## config.mk

```make
export PLATFORM = sky130hd
export DESIGN_NAME = prc_collector
export DESIGN_NICKNAME = d
export VERILOG_FILES = /design/src/hdl/prc_pkg.sv /design/src/hdl/prc_pin_sync.sv /design/src/hdl/prc_chmux.sv /design/src/hdl/prc_collector.sv
export SDC_FILE = /design/constraint.sdc
export NUM_CORES = 1
export LEC_CHECK = 0
export BUFFER_PORTS_ARGS = -buffer_cell sky130_fd_sc_hd__clkbuf_2
export CAP_MARGIN = 20
export CORE_MARGIN = 4
export CORE_UTILIZATION = 51
export CTS_BUF_LIST = sky130_fd_sc_hd__clkbuf_4 sky130_fd_sc_hd__clkbuf_8
export DETAILED_ROUTE_END_ITERATION = 10
export PLACE_DENSITY = 0.79
export SYNTH_ARGS = -nofsm -noshare
export SYNTH_HDL_FRONTEND = slang
export SYNTH_SLANG_ARGS = --single-unit
```

## constraint.sdc

```tcl
create_clock -name mclk -period 9 [get_ports mclk]
set_input_delay 1.8 -clock mclk [delete_from_list [all_inputs] [get_ports mclk]]
set_output_delay 1.8 -clock mclk [all_outputs]
set_load 0.01 [all_outputs]
```

## src/hdl/prc_pkg.sv

```systemverilog
package prc_pkg;
	// Sampling clock period and timestamp resolution, in picoseconds
	localparam int CLK_PERIOD_PS = 50000;
	localparam int TS_RES_PS     = 125;
	localparam int TS_W          = 64;
	// Timestamp advance per clock, in sub-sample units
	localparam logic [TS_W-1:0] TS_STEP = TS_W'(CLK_PERIOD_PS / TS_RES_PS);
	localparam logic [TS_W-1:0] TS_ZERO = 64'h0;

	// Output word: one metadata package is eight bytes
	localparam int PKG_W     = 64;
	localparam int PK_TS_W   = 32;
	localparam int PK_PEAK_W = 16;
	localparam int PK_TOT_W  = 16;
	localparam logic [PKG_W-1:0] WORD_ZERO = 64'h0;

	// Collection modes
	localparam logic [2:0] MODE_RAW  = 3'h0;
	localparam logic [2:0] MODE_META = 3'h1;
	localparam logic [2:0] MODE_NTH  = 3'h2;
	localparam logic [2:0] MODE_ALL  = 3'h3;
	localparam logic [2:0] MODE_PAD  = 3'h4;

	// Frame trigger sources
	localparam logic [1:0] TSRC_SW   = 2'h0;
	localparam logic [1:0] TSRC_INT  = 2'h1;
	localparam logic [1:0] TSRC_EXT  = 2'h2;
	localparam logic [1:0] TSRC_SYNC = 2'h3;

	// Timestamp reset event sources
	localparam logic [1:0] TRST_NONE = 2'h0;
	localparam logic [1:0] TRST_EXT  = 2'h1;
	localparam logic [1:0] TRST_SYNC = 2'h2;

	// Pin index in the synchroniser
	localparam int PIN_EXT  = 0;
	localparam int PIN_SYNC = 1;

	// Record builder states, one-hot
	typedef enum logic [3:0] {
		ST_IDLE = 4'h1,
		ST_REC  = 4'h2,
		ST_PAD  = 4'h4,
		ST_META = 4'h8
	} prc_state_t;
endpackage : prc_pkg

```

## src/hdl/prc_pin_sync.sv

```systemverilog
`timescale 1ns/10ps
// Three-stage pin synchroniser with agreement filter and rise pulse
module prc_pin_sync #(
	parameter int W = 2
) (
	// Clock and reset
	input  wire logic         mclk,
	input  wire logic         sys_rst,
	// Raw pins
	input  wire logic [W-1:0] pin,
	// Filtered level and one-cycle rise
	output logic      [W-1:0] lvl,
	output logic      [W-1:0] rise
);
	initial begin
		if (W < 1) $error("prc_pin_sync: W must be at least 1");
	end

	genvar i;
	generate
		for (i = 0; i < W; i++) begin : g_bit
			logic s1, s2, s3;    // Stage 1 feeds only stage 2
			logic next_lvl;      // Accepted level
			logic next_rise;     // Edge of accepted level

			// Level changes only once stages two and three agree
			always_comb begin
				next_lvl  = (s2 == s3) ? s3 : lvl[i];
				next_rise = next_lvl & ~lvl[i];
			end

			// Register the chain
			always_ff @(posedge mclk or posedge sys_rst) begin
				if (sys_rst) begin
					s1      <= 1'b0;
					s2      <= 1'b0;
					s3      <= 1'b0;
					lvl[i]  <= 1'b0;
					rise[i] <= 1'b0;
				end else begin
					s1      <= pin[i];
					s2      <= s1;
					s3      <= s2;
					lvl[i]  <= next_lvl;
					rise[i] <= next_rise;
				end
			end
		end
	endgenerate
endmodule : prc_pin_sync

```

## src/hdl/prc_chmux.sv

```systemverilog
`timescale 1ns/10ps
// Any-channel to engine multiplexer, registered
module prc_chmux #(
	parameter int NCH = 4,
	parameter int DW  = 16
) (
	// Clock and reset
	input  wire logic                   mclk,
	input  wire logic                   sys_rst,
	// All input channels
	input  wire logic [NCH-1:0][DW-1:0] ch_data,
	input  wire logic [NCH-1:0]         ch_roi,
	input  wire logic [$clog2(NCH)-1:0] ch_sel,
	// Selected channel for the engine
	output logic      [DW-1:0]          eng_data,
	output logic                        eng_roi
);
	initial begin
		if (NCH < 2) $error("prc_chmux: NCH must be at least 2");
	end

	logic [DW-1:0] next_data;   // Selected sample
	logic          next_roi;    // Selected region of interest

	// Pick one channel; an out-of-range select gives no pulses
	always_comb begin
		next_data = '0;
		next_roi  = 1'b0;
		if (int'(ch_sel) < NCH) begin
			next_data = ch_data[ch_sel];
			next_roi  = ch_roi[ch_sel];
		end
	end

	// Register keeps data and region aligned
	always_ff @(posedge mclk or posedge sys_rst) begin
		if (sys_rst) begin
			eng_data <= '0;
			eng_roi  <= 1'b0;
		end else begin
			eng_data <= next_data;
			eng_roi  <= next_roi;
		end
	end
endmodule : prc_chmux

```

## src/hdl/prc_collector.sv

```systemverilog
`timescale 1ns/10ps
// Overview of operation
// Every-Nth mode forwards one record in N
// All-inclusive mode collects pulses after frame trigger
// Overlapping pulse regions merge into one record
// All-inclusive records continue until padding offset
// Short frame gets padding up to minimum length
// All-inclusive rejects pulses after offset until trigger
// All-inclusive emits at most one padding record
// Padding mode detects always, padding trigger frames
// Padding mode pads repeatedly until minimum reached
// Padding mode pulse truncates padding in progress
// Padding mode offset is its own parameter
// Padding trigger shares detection trigger sources
// No padding before padding offset elapses
// Zero minimum frame length disables padding
// Padding package is all-zero metadata package
// Padding record zero data, disregard flag set
// Header timestamp counts clocks, sub-sample units
// Timestamp reset by power, software, trig, sync
// One timestamp per record: window or pulse
// Any input channel routes to this engine
// Metadata package: timestamp, peak, width
// Padding sized to remaining minimum shortfall
module prc_collector #(
	parameter int NCH = 4,
	parameter int DW  = 16,
	parameter int LW  = 16,
	parameter int NW  = 16
) (
	// Clock and reset
	input  wire logic                   mclk,
	input  wire logic                   sys_rst,
	// Sample channels and per-channel level trigger region
	input  wire logic [NCH-1:0][DW-1:0] ch_data,
	input  wire logic [NCH-1:0]         ch_roi,
	input  wire logic [$clog2(NCH)-1:0] ch_sel,
	// Pulse metrics from the analysis stage
	input  wire logic                   meta_valid,
	input  wire logic [prc_pkg::PK_TS_W-1:0]   meta_peak_ts,
	input  wire logic [prc_pkg::PK_PEAK_W-1:0] meta_peak,
	input  wire logic [prc_pkg::PK_TOT_W-1:0]  meta_tot,
	// Trigger sources
	input  wire logic                   sw_trig,
	input  wire logic                   int_trig,
	input  wire logic                   ext_trig_pin,
	input  wire logic                   ext_sync_pin,
	input  wire logic [1:0]             trig_src,
	// Configuration
	input  wire logic [2:0]             mode,
	input  wire logic [NW-1:0]          nth_n,
	input  wire logic [LW-1:0]          det_win_len,
	input  wire logic [LW-1:0]          pad_offset,
	input  wire logic [LW-1:0]          min_frame_len,
	// Timestamp control
	input  wire logic                   sw_ts_rst,
	input  wire logic [1:0]             ts_rst_src,
	// Record stream to host
	output logic                        rec_valid,
	output logic [prc_pkg::PKG_W-1:0]   rec_data,
	output logic                        rec_first,
	output logic                        rec_last,
	output logic                        rec_pad,
	output logic [prc_pkg::TS_W-1:0]    rec_ts
);
	initial begin
		if (DW > prc_pkg::PKG_W) $error("prc_collector: DW too wide");
		if (LW < 2 || NW < 1) $error("prc_collector: bad LW or NW");
	end

	// True in the modes that frame and pad raw records
	function automatic logic f_raw_pad(input logic [2:0] m);
		return (m == prc_pkg::MODE_ALL) || (m == prc_pkg::MODE_PAD);
	endfunction : f_raw_pad

	// Select the frame trigger from its source
	function automatic logic f_trig(input logic [1:0] s, input logic sw,
	                                input logic it, input logic [1:0] pr);
		case (s)
			prc_pkg::TSRC_SW:  return sw;
			prc_pkg::TSRC_INT: return it;
			prc_pkg::TSRC_EXT: return pr[prc_pkg::PIN_EXT];
			default:           return pr[prc_pkg::PIN_SYNC];
		endcase
	endfunction : f_trig

	logic [DW-1:0]          smp;        // Selected sample
	logic                   roi;        // Selected pulse region
	logic [1:0]             pin_rise;   // Synchronised pin edges
	logic                   ftrig;      // Frame trigger this cycle
	logic                   m_meta;     // Metadata mode
	logic                   m_pad;      // Padding mode, no window
	logic                   pulse_ok;   // Pulse may open a record
	logic                   pad_need;   // Frame short after offset
	logic [LW-1:0]          len1;       // Frame length plus one word
	logic [LW-1:0]          offs_len;   // Active padding offset

	// Channel routing and pin synchronisers
	prc_chmux #(.NCH(NCH), .DW(DW)) u_mux (
		.mclk     (mclk),
		.sys_rst  (sys_rst),
		.ch_data  (ch_data),
		.ch_roi   (ch_roi),
		.ch_sel   (ch_sel),
		.eng_data (smp),
		.eng_roi  (roi)
	);
	prc_pin_sync #(.W(2)) u_sync (
		.mclk    (mclk),
		.sys_rst (sys_rst),
		.pin     ({ext_sync_pin, ext_trig_pin}),
		.lvl     (),
		.rise    (pin_rise)
	);

	// Timestamp counter
	logic [prc_pkg::TS_W-1:0] ts_cnt, next_ts_cnt;
	logic                     ts_clr;   // Any reset event

	// Software, trigger pin or sync pin may zero the count
	always_comb begin
		ts_clr = sw_ts_rst
		       | (ts_rst_src == prc_pkg::TRST_EXT
		          & pin_rise[prc_pkg::PIN_EXT])
		       | (ts_rst_src == prc_pkg::TRST_SYNC
		          & pin_rise[prc_pkg::PIN_SYNC]);
		next_ts_cnt = ts_clr ? prc_pkg::TS_ZERO
		                     : ts_cnt + prc_pkg::TS_STEP;
	end

	// Power-up clears through the asynchronous reset
	always_ff @(posedge mclk or posedge sys_rst) begin
		if (sys_rst) ts_cnt <= prc_pkg::TS_ZERO;
		else ts_cnt <= next_ts_cnt;
	end

	// Frame tracking
	logic          frame_act, next_frame_act;   // A frame has begun
	logic          offs_done, next_offs_done;   // Offset elapsed
	logic [LW-1:0] off_cnt, next_off_cnt;       // Cycles into frame
	logic [LW-1:0] frame_len, next_frame_len;   // Words sent in frame
	logic          pad_done, next_pad_done;     // Padding record sent
	logic          len_inc;                     // Word counted now
	logic          pad_start;                   // Padding record opens

	// Decodes shared by both groups
	always_comb begin
		m_meta   = (mode == prc_pkg::MODE_META);
		m_pad    = (mode == prc_pkg::MODE_PAD);
		ftrig    = f_trig(trig_src, sw_trig, int_trig, pin_rise);
		offs_len = m_pad ? pad_offset : det_win_len;
		len1     = frame_len + LW'(1);
		pad_need = f_raw_pad(mode) && offs_done
		         && (min_frame_len != '0)
		         && (frame_len < min_frame_len);
		case (mode)
			prc_pkg::MODE_ALL: pulse_ok = frame_act && !offs_done;
			prc_pkg::MODE_PAD: pulse_ok = 1'b1;
			prc_pkg::MODE_RAW, prc_pkg::MODE_NTH: pulse_ok = 1'b1;
			default:           pulse_ok = 1'b0;
		endcase
	end

	// A trigger restarts offset count and frame length
	always_comb begin
		next_frame_act = frame_act;
		next_offs_done = offs_done;
		next_off_cnt   = off_cnt;
		next_frame_len = len_inc ? len1 : frame_len;
		next_pad_done  = pad_done | pad_start;
		if (ftrig) begin
			next_frame_act = 1'b1;
			next_offs_done = (offs_len == '0);
			next_off_cnt   = '0;
			next_frame_len = '0;
			next_pad_done  = 1'b0;
		end else if (frame_act && !offs_done) begin
			next_off_cnt   = off_cnt + LW'(1);
			next_offs_done = (off_cnt + LW'(1) >= offs_len);
		end
	end

	// Register frame state
	always_ff @(posedge mclk or posedge sys_rst) begin
		if (sys_rst) begin
			frame_act <= 1'b0;
			offs_done <= 1'b0;
			off_cnt   <= '0;
			frame_len <= '0;
			pad_done  <= 1'b0;
		end else begin
			frame_act <= next_frame_act;
			offs_done <= next_offs_done;
			off_cnt   <= next_off_cnt;
			frame_len <= next_frame_len;
			pad_done  <= next_pad_done;
		end
	end

	// Record builder
	prc_pkg::prc_state_t st, next_st;
	logic                fwd, next_fwd;            // Record is forwarded
	logic [NW-1:0]       nth_cnt, next_nth_cnt;    // Records since sent
	logic                hdr_pend, next_hdr_pend;  // Header not yet out
	logic                next_valid, next_first, next_last, next_pad;
	logic [prc_pkg::PKG_W-1:0] next_data;
	logic [prc_pkg::TS_W-1:0]  next_ts;

	// One word per cycle; rec_last may stand alone to close
	always_comb begin
		next_st       = st;
		next_fwd      = fwd;
		next_nth_cnt  = nth_cnt;
		next_hdr_pend = hdr_pend;
		next_valid    = 1'b0;
		next_first    = 1'b0;
		next_last     = 1'b0;
		next_pad      = rec_pad;
		next_data     = rec_data;
		next_ts       = rec_ts;
		len_inc       = 1'b0;
		pad_start     = 1'b0;
		case (st)
			prc_pkg::ST_IDLE: begin
				if (m_meta && ftrig) begin
					// Window start stamps the metadata record
					next_st       = prc_pkg::ST_META;
					next_hdr_pend = 1'b1;
					next_ts       = ts_cnt;
					next_pad      = 1'b0;
				end else if (roi && pulse_ok && !m_meta) begin
					// Pulse start stamps the raw record
					next_st    = prc_pkg::ST_REC;
					next_fwd   = 1'b1;
					if (mode == prc_pkg::MODE_NTH) begin
						next_fwd     = (nth_cnt == '0);
						next_nth_cnt = (nth_cnt + NW'(1) >= nth_n)
						             ? '0 : nth_cnt + NW'(1);
					end
					next_valid = next_fwd;
					next_first = next_fwd;
					next_pad   = 1'b0;
					next_data  = prc_pkg::PKG_W'(smp);
					next_ts    = ts_cnt;
					len_inc    = next_fwd;
				end else if (pad_need && !ftrig
				             && (m_pad || !pad_done)) begin
					// Open a padding record of zeros; never on a trigger,
					// which restarts the offset and would pad too early
					pad_start  = 1'b1;
					next_valid = 1'b1;
					next_first = 1'b1;
					next_pad   = 1'b1;
					next_data  = prc_pkg::WORD_ZERO;
					next_ts    = ts_cnt;
					len_inc    = 1'b1;
					if (len1 >= min_frame_len) begin
						next_last = 1'b1;
						next_st   = prc_pkg::ST_IDLE;
					end else begin
						next_st   = prc_pkg::ST_PAD;
					end
				end
			end
			prc_pkg::ST_REC: begin
				// Region stays high while overlapping pulses merge
				next_valid = fwd && roi;
				next_data  = prc_pkg::PKG_W'(smp);
				len_inc    = fwd && roi;
				if (!roi) begin
					next_last = fwd;
					next_st   = prc_pkg::ST_IDLE;
				end
			end
			prc_pkg::ST_PAD: begin
				if (ftrig || (m_pad && roi)) begin
					// Cut short; the pulse opens next cycle
					next_last = 1'b1;
					next_st   = prc_pkg::ST_IDLE;
				end else begin
					next_valid = 1'b1;
					next_data  = prc_pkg::WORD_ZERO;
					len_inc    = 1'b1;
					if (len1 >= min_frame_len) begin
						next_last = 1'b1;
						next_st   = prc_pkg::ST_IDLE;
					end
				end
			end
			prc_pkg::ST_META: begin
				next_pad = 1'b0;
				if (ftrig) begin
					// New window closes this record and opens the next
					next_last     = 1'b1;
					next_first    = hdr_pend;
					next_hdr_pend = 1'b1;
					next_ts       = ts_cnt;
				end else if (!offs_done) begin
					if (meta_valid) begin
						next_valid    = 1'b1;
						next_first    = hdr_pend;
						next_hdr_pend = 1'b0;
						next_data     = {meta_peak_ts, meta_peak,
						                 meta_tot};
						len_inc       = 1'b1;
					end
				end else if ((min_frame_len != '0)
				          && (frame_len < min_frame_len)) begin
					next_valid    = 1'b1;
					next_first    = hdr_pend;
					next_hdr_pend = 1'b0;
					next_data     = prc_pkg::WORD_ZERO;
					len_inc       = 1'b1;
					next_last     = (len1 >= min_frame_len);
					if (next_last) next_st = prc_pkg::ST_IDLE;
				end else begin
					next_last     = 1'b1;
					next_first    = hdr_pend;
					next_hdr_pend = 1'b0;
					next_st       = prc_pkg::ST_IDLE;
				end
			end
			default: next_st = prc_pkg::ST_IDLE;
		endcase
	end

	// Register builder state and the output word
	always_ff @(posedge mclk or posedge sys_rst) begin
		if (sys_rst) begin
			st        <= prc_pkg::ST_IDLE;
			fwd       <= 1'b0;
			nth_cnt   <= '0;
			hdr_pend  <= 1'b0;
			rec_valid <= 1'b0;
			rec_first <= 1'b0;
			rec_last  <= 1'b0;
			rec_pad   <= 1'b0;
			rec_data  <= prc_pkg::WORD_ZERO;
			rec_ts    <= prc_pkg::TS_ZERO;
		end else begin
			st        <= next_st;
			fwd       <= next_fwd;
			nth_cnt   <= next_nth_cnt;
			hdr_pend  <= next_hdr_pend;
			rec_valid <= next_valid;
			rec_first <= next_first;
			rec_last  <= next_last;
			rec_pad   <= next_pad;
			rec_data  <= next_data;
			rec_ts    <= next_ts;
		end
	end

	// Checks on the record stream
	AST_PAD_AFTER_OFFSET: assert property (@(posedge mclk)
		disable iff (sys_rst) rec_valid && rec_pad |-> $past(offs_done))
		else $error("padding word before padding offset");
	AST_PAD_ZERO_MIN: assert property (@(posedge mclk)
		disable iff (sys_rst)
		rec_valid && rec_pad |-> $past(min_frame_len) != '0)
		else $error("padding with zero minimum frame length");
	AST_PAD_DATA_ZERO: assert property (@(posedge mclk)
		disable iff (sys_rst) rec_valid && rec_pad |-> rec_data == '0)
		else $error("padding record data not zero");
	AST_ALL_REJECT: assert property (@(posedge mclk)
		disable iff (sys_rst)
		mode == prc_pkg::MODE_ALL && offs_done && !ftrig
		&& st == prc_pkg::ST_IDLE && roi |=> !(rec_first && !rec_pad))
		else $error("pulse accepted after padding offset");
	AST_ALL_ONE_PAD: assert property (@(posedge mclk)
		disable iff (sys_rst)
		mode == prc_pkg::MODE_ALL && pad_done && !ftrig
		|=> !(rec_first && rec_pad))
		else $error("second padding record in one frame");
	AST_TS_STEP: assert property (@(posedge mclk)
		disable iff (sys_rst)
		!ts_clr |=> ts_cnt == $past(ts_cnt) + prc_pkg::TS_STEP)
		else $error("timestamp did not advance by one step");
	AST_TS_SW_CLR: assert property (@(posedge mclk)
		disable iff (sys_rst) sw_ts_rst |=> ts_cnt == '0)
		else $error("software timestamp reset ignored");
	AST_PAD_TRUNC: assert property (@(posedge mclk)
		disable iff (sys_rst)
		m_pad && st == prc_pkg::ST_PAD && roi
		|=> rec_last && !rec_valid ##1 st == prc_pkg::ST_REC || !roi)
		else $error("pulse did not cut padding short");
endmodule : prc_collector

```

==> results.toml <==
[min_path]
worstHoldStart = "u_sync.g_bit[1].s1"
min_to = "u_sync.g_bit[1].s2"
hold_class = "register to register"
min_path_cells = 0

[synthesis]
yosys.area.top_type = "dfrtp_1"
synth_edf_count = 0
synth_top_area_share_pct = 44.9
yosys-top-cells-area = "dfrtp_1 45%, ha_1 5.7%, mux2i_1 4.2%"
avgSynthCellArea_sq_um = 10.2
ys_warn_count = 0
syn_inst = 1477
async_flop_share_pct = 100
synth_flop_cell = "dfrtp_1"
synth_most_common_cell = "dfrtp_1"
seq_area_frac_synth_pct = 45.1
ys_seq_elements = 272
ys_top_cells_by_count = "271 x dfrtp_1, 141 x nand2_1, 105 x inv_1"
syn_area_sq_um = 15100
ys_types = 71

[clock_network]
cts_buffers = 46
cts_root_buf = "clkbuf_8"
clk_latency_ns = 0.58
clk_pin_slew_ns = 0.06
cts.repair.resized = 0
cts_tree = "yes"
hold_buffers = 0
cts_setup_buffers = 0
h-tree-depth = 2
numClockSinks = 272
cts_buffer_depth = 3

[timing]
fmax_mhz = 215
setup_tns_ns = 0
hold_violations = 0
tightest_slew_ns = 1.06
maxSlewHeadroom_pct = 28.7
slew_violations = 0
timing.hold.ws_ns = 0.348
period_needed_ns = 4.64
min_period_over_period_pct = 51.6
rsz0062_at_grt = "no"
setup_viol_count_final = 0
finalClockSkew_ns = 0.0479

[critical_path]
cp.required_ns = 9.41
startpoint_type = "input pin"
path_class = "input pin to register"
cp_top_family = "buffers and inverters"
r2r_start = "nth_cnt[0]"
critPathArrivalTime_ns = 5.06
path_max_fanout = 64
worstReg2RegEnd = "nth_cnt[2]"
cp_common_cell = "buf_4"
cp-startpoint = "trig_src[0]"
r2r_slack_ns = 4.82
max_stage_delay_ns = 0.80
cp-end-kind = "register"
rr_worst_depth = 14
path_cells = "clkbuf_2 -> mux4_2 -> buf_4 -> or2_1 -> o21bai_4 -> a31o_1 -> a21oi_4 -> buf_4 -> mux2_2"
cp_num_buf_inv = 3
slowest_stage = "buf_4"

[run_status]
status = "finished clean"

[drt]
route.met2.wl_mm = 19.6
wl_per_cell_um = 18.7
drtPass1Iterations = 5
drt_iter0_markers = 823
wirelength_met1_mm = 18.2
vias_per_cell = 5.61
antenna_left = 0
routed-wl-met3_mm = 2.57
dr.max_layer_used = "met4"
drc = 0
vias = 12500
routed_wl_mm = 41.6

[grt]
grt_overflow_total = 0
grt_pass1_vias = 12500
grt_first_pass_wirelength_mm = 66.4
grt_usage_pct = 24.8
grt_max_degree = 137
antenna_found_initial = 3

[floorplanning]
coreArea_sq_um = 28900
die_h_um = 180
start_util_pct = 52.2
pin_count = 345
rows = 62
fp.dieW_um = 180
dieArea_sq_um = 32400

[final_layout]
final_core_util_pct = 62.2
stdcell_count = 2228
drive_gt1_share_pct = 28.7
area_growth_pct = 19.2
fin_nets = 2095

[placement]
dp_cells = 2149
gp_congestion = 1.01
numPortBuffers = 340
dp_hpwl_mm = 30.7

[power]
p_leak_nw = 8.82
cellPowerDensity_nw_per_um2 = 221
total_power_mw = 3.99
vdd_drop_max_mv = 0.235

[run]
cap_violations = 0
[layout make-up]
class                           instances  area, sq um
Fill cell                            2403        10900
Multi-Input combinational cell       1031         7540
Sequential cell                       272         6810
Timing Repair Buffer                  357         1840
Clock buffer                           62          803
Tap cell                              384          480
Inverter                              105          398
Clock inverter                         14          124
Antenna cell                            3         7.51
[where the power goes]
| part | leakage (nW) | switching [mW] | internal (mW) | total [mW] |
|---|---|---|---|---|
| Combinational | 4.69 | 0.743 | 0.605 | 1.35 |
| Sequential | 3.64 | 0.160 | 1.36 | 1.52 |
| Clock | 0.493 | 0.505 | 0.612 | 1.12 |
[logic make-up after synthesis]
logic type	after synthesis	synth area share [%]
other	1	0.0248
AOI/OAI and AO/OA	202	8.95
and+or+nand+nor	495	16.3
xor gates and xnor gates	97	5.62
buffers and inverters	177	5.31
DFF	272	45.1
muxes	162	12.9
adders and majority gates	71	5.85
[layout by cell type, fill, tap and decap left out, types with 54 or more instances in the layout]
cell,instances
nor2_1,93
ha_1,69
nand3_1,55
dfrtp_1,271
mux2_2,56
nand2_1,141
o21ai_0,54
clkbuf_8,54
clkbuf_2,340
mux2i_1,64
inv_1,104
[worst max-delay path by stage]
stage                        end  slack (ns)  cells after the start
floorplan              frame_act        3.61                      1
global placement    rec_data[13]        3.91                      9
detailed placement  rec_data[14]        3.85                      9
CTS                 rec_data[12]        4.42                      9
global route        rec_data[12]        4.30                      9
finish              rec_data[12]        4.36                      9
[flip-flops by register name, summed over array words and instances, names as in the netlist]
register         flops
ts_cnt              60
rec_pad              1
off_cnt             16
u_sync.g_bit.s3      2
u_mux.eng_data      16
rec_data            64
pad_done             1
u_sync.g_bit.s1      2
offs_done            1
frame_act            1
rec_ts              60
fwd                  1
st                   4
rec_last             1
u_mux.eng_roi        1
nth_cnt             16
u_sync.lvl           2
frame_len           16
hdr_pend             1
rec_first            1
u_sync.g_bit.s2      2
rec_valid            1
u_sync.rise          2
[stage by stage]
step	area, sq um	worst slack, ns
after global placement	17100	3.91
after CTS	18000	4.42
after floorplan	15100	3.61
final	18000	4.36
after detailed placement	17100	3.85
after global routing	18000	4.30
[metal layers]
| layer | global-route usage [%] | up-vias |
|---|---|---|
| met3 | 5.11 | 80 |
| met4 | 7.62 | 0 |
| li1 | - | 5884 |
| met5 | 0 | - |
| met2 | 40.0 | 384 |
| met1 | 34.0 | 6144 |
[worst reg2reg max path, stage by stage, from the launching register on]
cell and delay (ns):
dfrtp_1 0.44, ha_1 0.25, nand3_1 0.16, nor2_1 0.23, and3_1 0.33, nand3_1 0.14, xnor2_1 0.26, ha_1 0.30
and4_1 0.23, a221o_1 0.36, a221oi_1 0.35, o21ai_0 0.14, buf_4 0.20, nor2_1 0.45, a22o_1 0.26
Note: power is estimated with default switching activity, not from simulation.
